### src/rsc_defines.svh
// constants for the reset source combiner: offsets, fields, keys, times
// assumes a 125 MHz pclk and a 12-bit APB byte address
`ifndef RSC_DEFINES_SVH
`define RSC_DEFINES_SVH

// register byte offsets
`define RSC_OFF_CAUSE 12'h000
`define RSC_OFF_CTRL3 12'h004
`define RSC_OFF_KEY 12'h008
`define RSC_OFF_STATE 12'h00C

// reset_cause_status fields
`define RSC_CAUSE_W 5
`define RSC_BIT_TRIMF 5
`define RSC_BIT_CLR 6
`define RSC_STAT_RST 6'h00

// system_control_three field
`define RSC_BIT_PINDIS 0

// key codes written to key_code_register
`define RSC_KEY_CLEAR 8'h71
`define RSC_KEY_PINDIS 8'hB2

// timing: clock period, least pin low time, warm-up time
`define RSC_CLK_NS 8
`define RSC_EXT_MIN_NS 5000
`define RSC_EXT_MIN_CYC ((`RSC_EXT_MIN_NS + `RSC_CLK_NS - 1) / `RSC_CLK_NS)
`define RSC_WARMUP_NS 100000
`define RSC_WARMUP_CYC ((`RSC_WARMUP_NS + `RSC_CLK_NS - 1) / `RSC_CLK_NS)

`endif

### src/rsc_pkg.sv
// types shared by the reset source combiner files
// assumes rsc_defines.svh carries the numbers
package rsc_pkg;

  // one bit per internal reset cause, msb first as in the status register
  typedef struct packed {
    logic flash;
    logic trim;
    logic clk;
    logic wdt;
    logic vdet;
  } cause_t;

  // raw indications from the surrounding units, same clock
  typedef struct packed {
    logic vdet_hit;
    logic wdt_overflow;
    logic trim_corrupt;
    logic flash_standby;
    logic flash_access;
  } fault_in_t;

  // oscillator enables and system clock source
  typedef struct packed {
    logic hf_osc_en;
    logic lf_osc_en;
    logic sys_clk_lf;
  } osc_cfg_t;

  typedef enum logic [1:0] {
    ST_RESET = 2'b00,
    ST_WARMUP = 2'b01,
    ST_RUN = 2'b10
  } rst_state_t;

endpackage : rsc_pkg

### src/reset_source_combiner.sv
// reset source combiner: supply monitor, external pin, internal causes
// assumes APB master on pclk; cause inputs come from pclk logic
//
// Overview of operation
// - power-on reset held while supply monitor shows supply low
// - power-on reset ORed with the external reset pin
// - warm-up starts when the later of both sources releases
// - core and peripherals halted until warm-up completes
// - pin low at least 5 us resets; its rising edge starts warm-up
// - shared pin is the reset input after power-on
// - voltage-detection hit raises an internal reset
// - watchdog overflow raises an internal reset
// - oscillator setting that would deadlock raises an internal reset
// - flash access during flash standby raises an internal reset
// - corrupted trimming latch raises an internal reset
// - trimming loaded during warm-up; bad data sets trim fault flag
// - status records cause of internal resets, not power-on
// - status cleared only by pin reset, power-on reset or the keyed clear
// - clear bit then key 0x71 clears status; clear bit self-clears
// - disable bit set then key 0xB2 turns pin into a port
// - disable bit cleared then key 0xB2 restores reset function
// - warm-up counter counts pclk after reset release
// - reset during warm-up restarts the warm-up counter
//
// Decided for this implementation: the APB slave port and the address map.
`timescale 1ns/1ps
`include "rsc_defines.svh"
module reset_source_combiner import rsc_pkg::*; #(
  parameter int unsigned WARMUP_CYC = `RSC_WARMUP_CYC,
  parameter int unsigned EXT_MIN_CYC = `RSC_EXT_MIN_CYC,
  parameter int unsigned TRIM_W = 8
) (
  input wire logic pclk, // high_freq_osc_clock, 125 MHz
  input wire logic presetn, // async power-up reset, active low
  input wire logic psel, // apb select
  input wire logic penable, // apb access phase
  input wire logic pwrite, // apb direction
  input wire logic [11:0] paddr, // apb byte address
  input wire logic [31:0] pwdata, // apb write data
  output logic [31:0] prdata, // apb read data
  output logic pready, // apb ready
  output logic pslverr, // apb error, unmapped address
  input wire logic supply_ok, // supply above por_release_voltage
  input wire logic shared_reset_port_pin, // pin level, low = reset
  input wire fault_in_t fault_in, // internal unit indications
  input wire osc_cfg_t osc_cfg, // oscillator enable settings
  input wire logic [TRIM_W-1:0] trim_nvm_data, // trimming storage word
  input wire logic trim_nvm_bad, // trimming word fails its check
  output logic chip_rst_n, // device reset, active low
  output logic core_run, // cpu and peripherals may run
  output logic [TRIM_W-1:0] trim_latch, // latched trimming bits
  output logic port_pin_in, // pin level for port use
  output logic reset_pin_disable // pin serves as port
);

  localparam int unsigned EXT_W = $clog2(EXT_MIN_CYC + 1);

  // =========================================================
  // elaboration check
  if (EXT_MIN_CYC < 2 || TRIM_W < 1 || TRIM_W > 32) begin : g_bad
    $error("reset_source_combiner: bad parameter value");
  end

  // =========================================================
  // pin synchronisers
  logic [1:0] sync1_q, sync2_q;
  logic por, pin_q;

  // both inputs are asynchronous to pclk
  always_ff @(posedge pclk or negedge presetn) begin
    if (!presetn) begin
      sync1_q <= 2'h1; // pin idles high, no false low after reset
      sync2_q <= 2'h1;
    end else begin
      sync1_q <= {supply_ok, shared_reset_port_pin};
      sync2_q <= sync1_q;
    end
  end

  assign por = !sync2_q[1];
  assign pin_q = sync2_q[0];

  // =========================================================
  // external reset with minimum low time
  logic [EXT_W-1:0] ext_cnt_q;
  logic ext_rst_q, reset_pin_disable_q;

  // short glitches on the pin never reach the device reset
  always_ff @(posedge pclk or negedge presetn) begin
    if (!presetn) begin
      ext_cnt_q <= '0;
      ext_rst_q <= 1'b0;
    end else if (pin_q || reset_pin_disable_q) begin
      ext_cnt_q <= '0;
      ext_rst_q <= 1'b0;
    end else if (ext_cnt_q != EXT_W'(EXT_MIN_CYC - 1)) begin
      ext_cnt_q <= ext_cnt_q + EXT_W'(1);
    end else begin
      ext_rst_q <= 1'b1;
    end
  end

  logic hard_rst;
  assign hard_rst = por | ext_rst_q;

  // =========================================================
  // internal causes
  cause_t hit;
  logic int_trig, int_rst_q;

  always_comb begin
    hit.vdet = fault_in.vdet_hit;
    hit.wdt = fault_in.wdt_overflow;
    hit.clk = osc_cfg.sys_clk_lf ? !osc_cfg.lf_osc_en
                                 : !osc_cfg.hf_osc_en;
    hit.trim = fault_in.trim_corrupt;
    hit.flash = fault_in.flash_standby & fault_in.flash_access;
  end

  // a hard reset overrides; its cause is not recorded
  assign int_trig = (|hit) && !hard_rst;

  always_ff @(posedge pclk or negedge presetn) begin
    if (!presetn) begin
      int_rst_q <= 1'b0;
    end else begin
      int_rst_q <= int_trig;
    end
  end

  // =========================================================
  // reset / warm-up / run sequence
  rst_state_t state_q;
  logic wu_done;

  always_ff @(posedge pclk or negedge presetn) begin
    if (!presetn) begin
      state_q <= ST_RESET;
    end else if (hard_rst || int_rst_q) begin
      state_q <= ST_RESET;
    end else begin
      case (state_q)
        ST_RESET: begin
          state_q <= ST_WARMUP;
        end
        ST_WARMUP: begin
          if (wu_done) begin
            state_q <= ST_RUN;
          end
        end
        ST_RUN: begin
          state_q <= ST_RUN;
        end
        default: begin
          state_q <= ST_RESET;
        end
      endcase
    end
  end

  // counter runs only in warm-up, so any reset restarts it
  warmup_timer #(
    .CYCLES(WARMUP_CYC)
  ) u_warmup (
    .clk(pclk),
    .rst_n(presetn),
    .hold(state_q != ST_WARMUP),
    .done(wu_done)
  );

  assign chip_rst_n = (state_q != ST_RESET);
  assign core_run = (state_q == ST_RUN);

  // =========================================================
  // trimming load during warm-up
  logic trim_loaded_q, trim_set;
  logic [TRIM_W-1:0] trim_q;

  assign trim_set = (state_q == ST_WARMUP) && !trim_loaded_q
                    && !hard_rst && trim_nvm_bad;

  always_ff @(posedge pclk or negedge presetn) begin
    if (!presetn) begin
      trim_loaded_q <= 1'b0;
      trim_q <= '0;
    end else if (state_q == ST_RESET) begin
      trim_loaded_q <= 1'b0;
    end else if (state_q == ST_WARMUP && !trim_loaded_q) begin
      trim_loaded_q <= 1'b1;
      trim_q <= trim_nvm_data;
    end
  end

  assign trim_latch = trim_q;

  // =========================================================
  // apb slave, one cycle answer
  logic setup, access, wr_en, key_wr, addr_ok;
  logic pready_q, pslverr_q;
  logic [31:0] prdata_q, rdata_d;
  logic [`RSC_CAUSE_W:0] status_q, status_d;
  logic clr_bit_q, pindis_pend_q, clear_fire, dis_fire;

  assign setup = psel && !penable;
  assign access = psel && penable && pready_q;
  assign wr_en = access && pwrite && !pslverr_q;
  assign key_wr = wr_en && (paddr == `RSC_OFF_KEY);
  assign clear_fire = key_wr && clr_bit_q
                      && (pwdata[7:0] == `RSC_KEY_CLEAR);
  assign dis_fire = key_wr && (pwdata[7:0] == `RSC_KEY_PINDIS);

  // read mux; bit 7 of the cause register reads zero
  always_comb begin
    rdata_d = 32'h0000_0000;
    addr_ok = 1'b1;
    case (paddr)
      `RSC_OFF_CAUSE: begin
        rdata_d[`RSC_CAUSE_W:0] = status_q;
        rdata_d[`RSC_BIT_CLR] = clr_bit_q;
      end
      `RSC_OFF_CTRL3: begin
        rdata_d[`RSC_BIT_PINDIS] = pindis_pend_q;
      end
      `RSC_OFF_KEY: begin
        rdata_d = 32'h0000_0000;
      end
      `RSC_OFF_STATE: begin
        rdata_d[3:0] = {state_q, reset_pin_disable_q, pin_q};
      end
      default: begin
        addr_ok = 1'b0;
      end
    endcase
  end

  // answer registered in setup, shown through the access cycle
  always_ff @(posedge pclk or negedge presetn) begin
    if (!presetn) begin
      pready_q <= 1'b0;
      pslverr_q <= 1'b0;
      prdata_q <= 32'h0000_0000;
    end else begin
      pready_q <= setup;
      pslverr_q <= setup && !addr_ok;
      if (setup) begin
        prdata_q <= rdata_d;
      end
    end
  end

  assign pready = pready_q;
  assign pslverr = pslverr_q;
  assign prdata = prdata_q;

  // =========================================================
  // pending control bits, cleared by any device reset
  always_ff @(posedge pclk or negedge presetn) begin
    if (!presetn) begin
      clr_bit_q <= 1'b0;
      pindis_pend_q <= 1'b0;
    end else if (hard_rst || int_rst_q) begin
      clr_bit_q <= 1'b0;
      pindis_pend_q <= 1'b0;
    end else if (clear_fire) begin
      clr_bit_q <= 1'b0;
    end else if (wr_en && paddr == `RSC_OFF_CAUSE) begin
      clr_bit_q <= pwdata[`RSC_BIT_CLR];
    end else if (wr_en && paddr == `RSC_OFF_CTRL3) begin
      pindis_pend_q <= pwdata[`RSC_BIT_PINDIS];
    end
  end

  // active pin function changes only through the key or a power-on reset
  always_ff @(posedge pclk or negedge presetn) begin
    if (!presetn) begin
      reset_pin_disable_q <= 1'b0;
    end else if (por) begin
      reset_pin_disable_q <= 1'b0;
    end else if (dis_fire) begin
      reset_pin_disable_q <= pindis_pend_q;
    end
  end

  assign reset_pin_disable = reset_pin_disable_q;
  assign port_pin_in = pin_q;

  // =========================================================
  // reset_cause_status; a new cause wins over a keyed clear
  always_comb begin
    status_d = clear_fire ? `RSC_STAT_RST : status_q;
    if (int_trig) begin
      status_d[`RSC_CAUSE_W-1:0] = status_d[`RSC_CAUSE_W-1:0] | hit;
    end
    if (trim_set) begin
      status_d[`RSC_BIT_TRIMF] = 1'b1;
    end
  end

  // internal resets leave the flags alone
  always_ff @(posedge pclk or negedge presetn) begin
    if (!presetn) begin
      status_q <= `RSC_STAT_RST;
    end else if (hard_rst) begin
      status_q <= `RSC_STAT_RST;
    end else begin
      status_q <= status_d;
    end
  end
endmodule : reset_source_combiner

### src/warmup_timer.sv
// warm-up counter: counts pclk cycles while not held
// assumes hold is high for the whole of any reset
`timescale 1ns/1ps
module warmup_timer #(
  parameter int unsigned CYCLES = 16
) (
  input wire logic clk, // high_freq_osc_clock
  input wire logic rst_n, // async, active low
  input wire logic hold, // clears and stops the count
  output logic done // warm-up complete, level
);

  localparam int unsigned W = $clog2(CYCLES + 1);

  // =========================================================
  // elaboration check
  if (CYCLES < 2) begin : g_bad
    $error("warmup_timer: CYCLES must be at least 2");
  end

  logic [W-1:0] cnt_q;

  // any hold restarts the count from zero
  always_ff @(posedge clk or negedge rst_n) begin
    if (!rst_n) begin
      cnt_q <= '0;
    end else if (hold) begin
      cnt_q <= '0;
    end else if (cnt_q != W'(CYCLES - 1)) begin
      cnt_q <= cnt_q + W'(1);
    end
  end

  assign done = !hold && (cnt_q == W'(CYCLES - 1));

endmodule : warmup_timer

### config.mk
export PLATFORM = sky130hd
export DESIGN_NAME = reset_source_combiner
export DESIGN_NICKNAME = d
export VERILOG_FILES = /design/src/rsc_pkg.sv /design/src/reset_source_combiner.sv /design/src/warmup_timer.sv
export VERILOG_INCLUDE_DIRS = /design/src
export SDC_FILE = /design/constraint.sdc
export NUM_CORES = 1
export LEC_CHECK = 0
export BUFFER_PORTS_ARGS = -buffer_cell sky130_fd_sc_hd__buf_2
export CORE_MARGIN = 2
export CORE_UTILIZATION = 30
export DETAILED_ROUTE_END_ITERATION = 8
export GPL_TIMING_DRIVEN = 0
export MAX_ROUTING_LAYER = met4
export PLACE_DENSITY_LB_ADDON = 0.15
export SLEW_MARGIN = 15
export SYNTH_ARGS = -nofsm -noshare
export SYNTH_HDL_FRONTEND = slang
export SYNTH_HIERARCHICAL = 1
export SYNTH_SLANG_ARGS = --single-unit
### constraint.sdc
create_clock -name pclk -period 1.8 [get_ports pclk]
set_input_delay 0.09 -clock pclk [delete_from_list [all_inputs] [get_ports pclk]]
set_output_delay 0.09 -clock pclk [all_outputs]
set_load 0.1 [all_outputs]
==> reports/qor.log, run 1 <==
qor: worst_setup_path.r2r-start u_warmup/cnt_q[0]
qor: sta.finalHoldViolations 0
qor: sta.final_critical_path_setup_slack 0.0400 ns
qor: route.initialDrtViolationCount 105
qor: floorplan.row_count 37
qor: layout.utilization 40.1%
qor: layout.ant_diodes 0
qor: placed_design.place_hpwl 4.74 mm
qor: outcome.outcome complete, no violations
qor: sta.timing.fmax 568 MHz
qor: layout.filler_cell_count 1,037
qor: synthesis.postSynth.asyncResetShare 100%
qor: clocking.cts_tree done
qor: power_and_ir_drop.switching_power 1.74 mW
qor: power_and_ir_drop.power 3.98 mW
qor: floorplan.initial_core_util 30.4%
qor: synthesis.synth.avg_cell_area 10.2 µm²
qor: power_and_ir_drop.power_leakage 1.86 nW
qor: power_and_ir_drop.switching_share 43.8%
qor: placed_design.finalWeightedCongestion 0.788
qor: sta.fin_tns_setup 0 ns
qor: sta.worst_slew_pin_slew 0.742 ns
qor: sta.maxSlewViolCount 0
qor: clocking.clk_latency 0.34 ns
qor: global_routing.global_route_wire_length_before_repair 11.5 mm
qor: power_and_ir_drop.internal_power_contribution 2.23 mW
qor: synthesis.seq_cells_post_synth 59
qor: clocking.clock-root-buffer clkbuf_8
qor: placed_design.detailedPlace.worstSlack -0.269 ns
qor: worst_setup_path.critPathLaunch u_warmup/cnt_q[0]
qor: layout.finalNetCount 499
qor: sta.period_minus_slack 1.76 ns
qor: floorplan.design.die.area 11,100 µm²
qor: route.routed_length_on_met1 3.17 mm
qor: route.dr.pass1.iters 4
qor: worst_setup_path.worst_r2r_endpoint u_warmup/cnt_q[0]
qor: route.via_per_inst 4.50
qor: route.drtAntennaViolNets 0
qor: clocking.cts_max_level 3
qor: global_routing.number_of_global_route_vias_before_repair 2,460
qor: synthesis.synth_top_area_share 46.2%
qor: worst_setup_path.endpoint u_warmup/cnt_q[0]
qor: worst_setup_path.setup.reg_to_reg.worst_slack 0.04 ns
qor: sta.period_share 97.8%
qor: global_routing.antenna_violations_before_repair 0
qor: worst_setup_path.cp_data_required_time 2.02 ns
qor: synthesis.synth.yosys.seq_area_share 47.9%
qor: route.via_count 2,541
qor: floorplan.die_w 105 µm
qor: power_and_ir_drop.comb_power_share 36.8%
qor: clocking.worst_setup_hold_path_clk_slew 0.06 ns
qor: power_and_ir_drop.irDropWorstVdd 0.00114 V
qor: synthesis.yosys_warnings 6
qor: power_and_ir_drop.power.density_cell_area 978 nW/µm²
qor: worst_setup_path.criticalPathCategory flop to flop
qor: sta.grt_setup_unrepaired yes
qor: floorplan.num_io_pins 114
qor: worst_setup_path.timing.critical_path.from_type flop
qor: route.highest_metal_layer_used_by_the_detailed_router met4
qor: synthesis.synth_most_common_cell dfrtp_1
qor: floorplan.placeableCoreArea 10,100 µm²
qor: power_and_ir_drop.power_frac_seq 38.3%
qor: sta.finalSetupViolCount 0
qor: global_routing.gr-usage-all-layers 13.2%
qor: global_routing.grt_max_degree 60
qor: clocking.sink_count 59
qor: sta.skew 0.00717 ns
qor: clocking.cts-buffers-inserted 9
qor: worst_setup_path.worstRegToRegCells 5
qor: layout.drive_above_1_share 33.8%
qor: clocking.clock_path_buffers 2
qor: route.wl_met3 492 µm
qor: worst_setup_path.arrival_time_of_data_at_the_critical_path_endpoint 1.98 ns
qor: route.route.final.wire_length 6.78 mm
qor: sta.slew_headroom 50.5%
qor: synthesis.netlist_instances 303
qor: floorplan.die_y 105 µm
qor: worst_setup_path.crit_path_max_fanout 2
qor: route.wire_per_inst 12.0 µm
qor: synthesis.ys_types 52
qor: synthesis.netlist_top_cells_area dfrtp_1, buf_4, mux2_2, nand2_1, nor2_1
qor: worst_setup_path.worst_setup_path_end_kind flop
qor: layout.syn2layout_area_growth 31.7%
qor: synthesis.synthTopCellsByCount dfrtp_1, nand2_1, nor2_1
qor: synthesis.synth_enable_flop_cells 0
qor: route.met2WireLength 3.05 mm
qor: synthesis.synth.largest_area_cell dfrtp_1
qor: power_and_ir_drop.clock_network_fraction_of_total_power 24.9%
qor: global_routing.overflow 0
qor: synthesis.synth.cell_area 3090 µm²
qor: synthesis.yosys_most_used_dff dfrtp_1
qor: route.route.detailed.drc 0
qor: placed_design.port_buffers 63
qor: run.drv.max_cap_violation_count 0
qor: worst_hold_path.worstHoldPathType primary input to flop
[per-stage QoR]
step                      cell area, µm²  hold WS (ns)  instances
after global routing                4070        0.0306        565
after CTS                           4050        0.0154        563
final                               4070        0.0265        565
after detailed placement            3670         0.198        526
after floorplan                     3180        -0.206        327
after global placement              3670         0.198        526
[sequential cells by signal (all words and copies together) (netlist names), 2 cells and up]
register	count
ext_cnt_q	10
u_warmup/cnt_q	14
trim_latch	8
sync2_q	2
status_q	6
sync1_q	2
prdata	7
state_q	2
[per-layer routing]
| layer | vias to the layer above | track usage [%] |
|---|---|---|
| met1 | 1179 | 16.7 |
| li1 | 1269 | - |
| met5 | - | - |
| met4 | 0 | 3.71 |
| met3 | 8 | 4.33 |
| met2 | 85 | 20.4 |
[logic make-up (layout without fill, tap and decap cells)]
logic type	after synthesis	in the layout	synth area share, %
AND/OR/NAND/NOR	123	123	24.0
flip-flops	59	59	47.9
AO/OA/AOI/OAI	47	47	8.72
buffers and inverters	42	144	8.43
multiplexers	16	16	5.76
XOR/XNOR	8	8	2.27
adder cells (fa/ha/maj)	7	7	2.84
other	1	25	0.121
[how the worst min path moves through the flow]
stage	startpoint	endpoint	slack (ns)	cells after the start
global route	fault_in[0]	status_q[4]	0.03	3
finish	fault_in[0]	status_q[4]	0.03	3
global placement	shared_reset_port_pin	sync1_q[0]	0.20	1
CTS	fault_in[0]	status_q[4]	0.02	3
detailed placement	shared_reset_port_pin	sync1_q[0]	0.20	1
floorplan	presetn	clr_bit_q	-0.21	0
[timing repair]
item                                   in CTS  in global routing
resized for setup                           9                  2
pin swaps                                   3                  3
setup endpoints to repair                  21                 23
setup buffers                               6                  2
endpoints found under the hold margin      71                  0
hold buffers                               15                  0
[critical path, stage by stage, from the launching register on]
cell and delay [ns]:
dfrtp_2 0.39, ha_4 0.14, or4b_4 0.47, nor4_4 0.18, buf_4 0.18, mux2_4 0.29
[area by class of cell]
type                    count  area [µm²]  area share, %
multi-input cells         226        1460           35.9
repair buffers             86         532           13.1
well taps                 136         170           4.19
flip-flops and latches     59        1490           36.5
plain buffers              32         225           5.54
inverters                  10        37.5          0.923
clock buffers              13         139           3.42
clock inverters             3        15.0          0.369
[placed cells by master, fill, tap and decap left out, types with 9 or more instances in the layout]
cell type	netlist	final
nand2_1	26	26
buf_4	25	33
inv_1	10	10
buf_2	1	64
dlygate4sd3_1	0	15
clkbuf_8	0	9
dfrtp_1	57	52
a21oi_1	18	18
mux2_2	10	10
nor2_1	26	25
o21ai_0	14	14
conb_1	1	25
nand4_1	11	11
nand3_1	13	13
[power by group through the flow]
| stage | combinational [mW] | clock, mW | sequential (mW) |
|---|---|---|---|
| after floorplan | 0.486 | 0 | 2.25 |
| after global placement | 1.42 | 0 | 1.54 |
| after detailed placement | 1.43 | 0 | 1.55 |
| after CTS | 1.47 | 1.04 | 1.52 |
| after global routing | 1.53 | 1.10 | 1.54 |
| final | 1.46 | 0.992 | 1.52 |
(Power assumes the default switching activity.)
==> run 2, diff against run 1 <==
--- a/config.mk
+++ b/config.mk
@@ -6,6 +6,7 @@
 export SDC_FILE = /design/constraint.sdc
 export NUM_CORES = 1
 export LEC_CHECK = 0
+export ABC_AREA = 1
 export BUFFER_PORTS_ARGS = -buffer_cell sky130_fd_sc_hd__buf_2
 export CORE_MARGIN = 2
 export CORE_UTILIZATION = 30
==> reports/qor.log, run 2 <==
qor: route.route.detailed.drc 0 [unchanged]
qor: global_routing.global_route_wire_length_before_repair 11.6 mm [+1.0%]
qor: placed_design.place_hpwl 5.17 mm [+9.1%]
qor: floorplan.die_y 109 µm [+3.0%]
qor: sta.worst_hold_slack 0.0355 ns [+0.00899 ns]
qor: synthesis.ys_types 32 [-38%]
qor: layout.finalNetCount 571 [+14%]
qor: worst_setup_path.crit_path_max_fanout 10 [+8]
qor: route.drtAntennaViolNets 0 [unchanged]
qor: worst_setup_path.crit_chain inv_2, ha_1, inv_1, inv_1, clkbuf_8, o21ai_0, a21oi_1
qor: global_routing.gr-usage-all-layers 12.9% [-0.35 points]
qor: outcome.outcome complete, no violations
qor: sta.finalHoldViolations 0 [unchanged]
qor: sta.timing.fmax 621 MHz [+9.3%]
qor: worst_setup_path.criticalPathCategory flop to flop
qor: synthesis.synth_most_common_cell dfrtp_1
qor: global_routing.overflow 0 [unchanged]
qor: synthesis.yosys_warnings 6 [unchanged]
qor: power_and_ir_drop.power.density_cell_area 1040 nW/µm² [+6.2%]
qor: layout.layout.cell_area.non_filler 4280 µm² [+5.4%]
qor: worst_setup_path.crit_path_top_delay_cell dfrtp_1
qor: clocking.worst_setup_hold_path_clk_slew 0.07 ns [about the same]
qor: worst_setup_path.path_delay_family buffers and inverters
qor: clocking.clk_latency 0.34 ns [about the same]
qor: floorplan.die_w 109 µm [+3.0%]
qor: floorplan.initial_core_util 30.5% [+0.085 points]
qor: sta.maxSlewViolCount 0 [unchanged]
qor: clocking.clock_path_buffers 2 [unchanged]
qor: sta.grt_setup_unrepaired no
qor: floorplan.row_count 38 [+2.7%]
qor: global_routing.grt_max_degree 60 [unchanged]
qor: layout.most_frequent_cells_in_the_layout buf_2, nand2_1, dfrtp_1, inv_1, nor2_1
qor: worst_setup_path.worst_setup_path_end_kind flop
qor: layout.multi_input_area 1520 µm² [+4.2%]
qor: synthesis.netlist_top_cells_area dfrtp_1, nand2_1, buf_4, inv_1, nand3_1
qor: global_routing.antenna_violations_before_repair 0 [unchanged]
qor: worst_hold_path.worstHoldPathType primary input to flop
qor: clocking.sink_count 59 [unchanged]
qor: synthesis.synth.cell_area 3280 µm² [+6.3%]
qor: worst_setup_path.path_common_cell inv_1
qor: worst_setup_path.crit_buf_inv 4 [+3]
qor: run.drv.max_cap_violation_count 0 [unchanged]
qor: worst_setup_path.cp_slowest_stage_delay 0.41 ns [-0.06 ns]
qor: worst_setup_path.arrival_time_of_data_at_the_critical_path_endpoint 1.87 ns [-0.11 ns]
qor: route.wire_per_inst 10.8 µm [-9.9%]
qor: sta.skew 0.00883 ns [+0.00166 ns]
qor: power_and_ir_drop.power_leakage 2.12 nW [+14%]
qor: clocking.cts-buffers-inserted 9 [unchanged]
qor: synthesis.seq_cells_post_synth 59 [unchanged]
qor: global_routing.number_of_global_route_vias_before_repair 2,550 [+3.7%]
qor: worst_setup_path.timing.critical_path.from_type flop
qor: floorplan.num_io_pins 114 [unchanged]
qor: layout.ant_diodes 0 [unchanged]
qor: synthesis.synth.yosys.seq_area_share 45.1% [-2.8 points]
qor: synthesis.synth.avg_cell_area 8.61 µm² [-15%]
qor: layout.final_std_cells_w_o_fill 641 [+13%]
qor: synthesis.synthTopCellsByCount dfrtp_1, nand2_1, inv_1
qor: layout.filler_cell_count 1,112 [+7.2%]
qor: sta.period_share 89.4% [-8.3 points]
qor: floorplan.placeableCoreArea 10,700 µm² [+6.0%]
qor: layout.seq_area 1480 µm² [-0.34%]
qor: synthesis.synth_enable_flop_cells 0 [unchanged]
qor: route.via_count 2,732 [+7.5%]
qor: route.via_per_inst 4.26 [-5.2%]
qor: layout.drive_above_1_share 32.9% [-0.87 points]
qor: floorplan.design.die.area 11,800 µm² [+6.0%]
qor: layout.largest-register u_warmup/cnt_q
qor: clocking.clock-root-buffer clkbuf_8
qor: sta.fin_tns_setup 0 ns [unchanged]
qor: route.initialDrtViolationCount 106 [+0.95%]
qor: power_and_ir_drop.power 4.45 mW [+12%]
qor: clocking.cts_max_level 3 [unchanged]
qor: synthesis.synth_top_area_share 43.5% [-2.7 points]
qor: placed_design.place_area 3900 µm² [+6.2%]
qor: placed_design.port_buffers 64 [+1.6%]
qor: placed_design.place_inst 609 [+16%]
qor: worst_setup_path.cp_data_required_time 2.06 ns [+0.04 ns]
qor: layout.flip_flop_count_of_the_largest_register_after_layout 14 [unchanged]
qor: layout.syn2layout_area_growth 30.5%
qor: sta.slew_headroom 50.4% [-0.083 points]
qor: synthesis.netlist_instances 381 [+26%]
qor: synthesis.postSynth.asyncResetShare 100% [unchanged]
qor: synthesis.synth.largest_area_cell dfrtp_1
qor: layout.final_common_cell buf_2
qor: route.route.final.wire_length 6.93 mm [+2.2%]
qor: sta.worst_slew_pin_slew 0.743 ns [+0.00125 ns]
qor: power_and_ir_drop.irDropWorstVdd 0.00106 V [-6.4%]
qor: synthesis.yosys_most_used_dff dfrtp_1
qor: route.dr.pass1.iters 4 [unchanged]
qor: placed_design.finalWeightedCongestion 0.817 [+3.7%]
qor: sta.finalSetupViolCount 0 [unchanged]
qor: sta.period_minus_slack 1.61 ns [-0.150 ns]
qor: clocking.cts_tree done
## run 2: cell count changes in the layout (fill, tap and decap cells not counted), moves of 5 or more
cell,delta
inv_1,+32
nand2_1,+30
nand3_1,+18
nor2_1,+15
nor2_2,+12
inv_2,+9
clkbuf_1,-7
or3_1,-7
buf_4,-6
nand2b_1,-6
o21bai_1,+6
mux2i_1,-5
nand2_2,+5
## run 2: final timing paths
check	from	end	slack, ns	cells past startpoint
worst max-delay path	state_q[1]	u_warmup/cnt_q[6]	0.19	7
worst min-delay path	fault_in[0]	status_q[4]	0.04	3
worst max register to register	state_q[1]	u_warmup/cnt_q[6]	0.19	7
worst min register to register	sync1_q[1]	sync2_q[1]	0.35	0
max in group asynchronous	presetn	pready	0.92	2
min in group asynchronous	presetn	trim_latch[6]	0.37	2
## run 2: metal layers
metal | routed length [µm] | global-route usage (%)
met5 | 0 | -
met4 | 44 | 3.02
met3 | 423 | 3.92
met2 | 3160 | 20.4
met1 | 3300 | 16.2
## run 2: worst register-to-register path: cells and delay by family (launching register included)
family          cells  cell delay (ns)
buf+inv             4             0.66
compound gates      2             0.19
fa+ha+maj           1             0.27
flops               1             0.41
## run 2: through the flow
step	worst slack (ns)	util, %
after floorplan	-0.0196	-
after global placement	0.247	36.3
after detailed placement	0.205	36.3
after CTS	0.181	39.8
after global routing	0.00967	39.9
final	0.190	39.9
## run 2: layout make-up
class	count	area share (%)
Buffer	26	4.70
Multi-Input combinational cell	268	35.6
Timing Repair Buffer	80	11.2
Tap cell	140	4.09
Inverter	52	4.65
Clock inverter	7	2.34
Sequential cell	59	34.6
Clock buffer	9	2.89
## run 2: kinds of logic (layout without fill, tap and decap cells)
family	count (synthesis)	after routing	synth area share, %
compound gates	48	48	8.28
simple gates	176	176	27.9
fa+ha+maj	7	7	2.67
flops	59	59	45.1
buf+inv	78	174	12.1
other cells	1	25	0.114
xor+xnor	3	3	0.801
mux	9	9	3.09
## run 2: power breakdown
part,internal [mW],leakage [nW],switching (mW),total [mW]
registers,1.46,0.771,0.0648,1.52
clock network,0.785,0.102,0.579,1.36
logic,0.295,1.25,1.27,1.56
total,2.54,2.12,1.91,4.45
## run 2: timing repair
item	CTS	global route
endpoints found under the hold margin	71	0
endpoints found under the setup margin	0	2
setup buffers	0	1
hold buffers	15	0
gates resized for setup	0	1
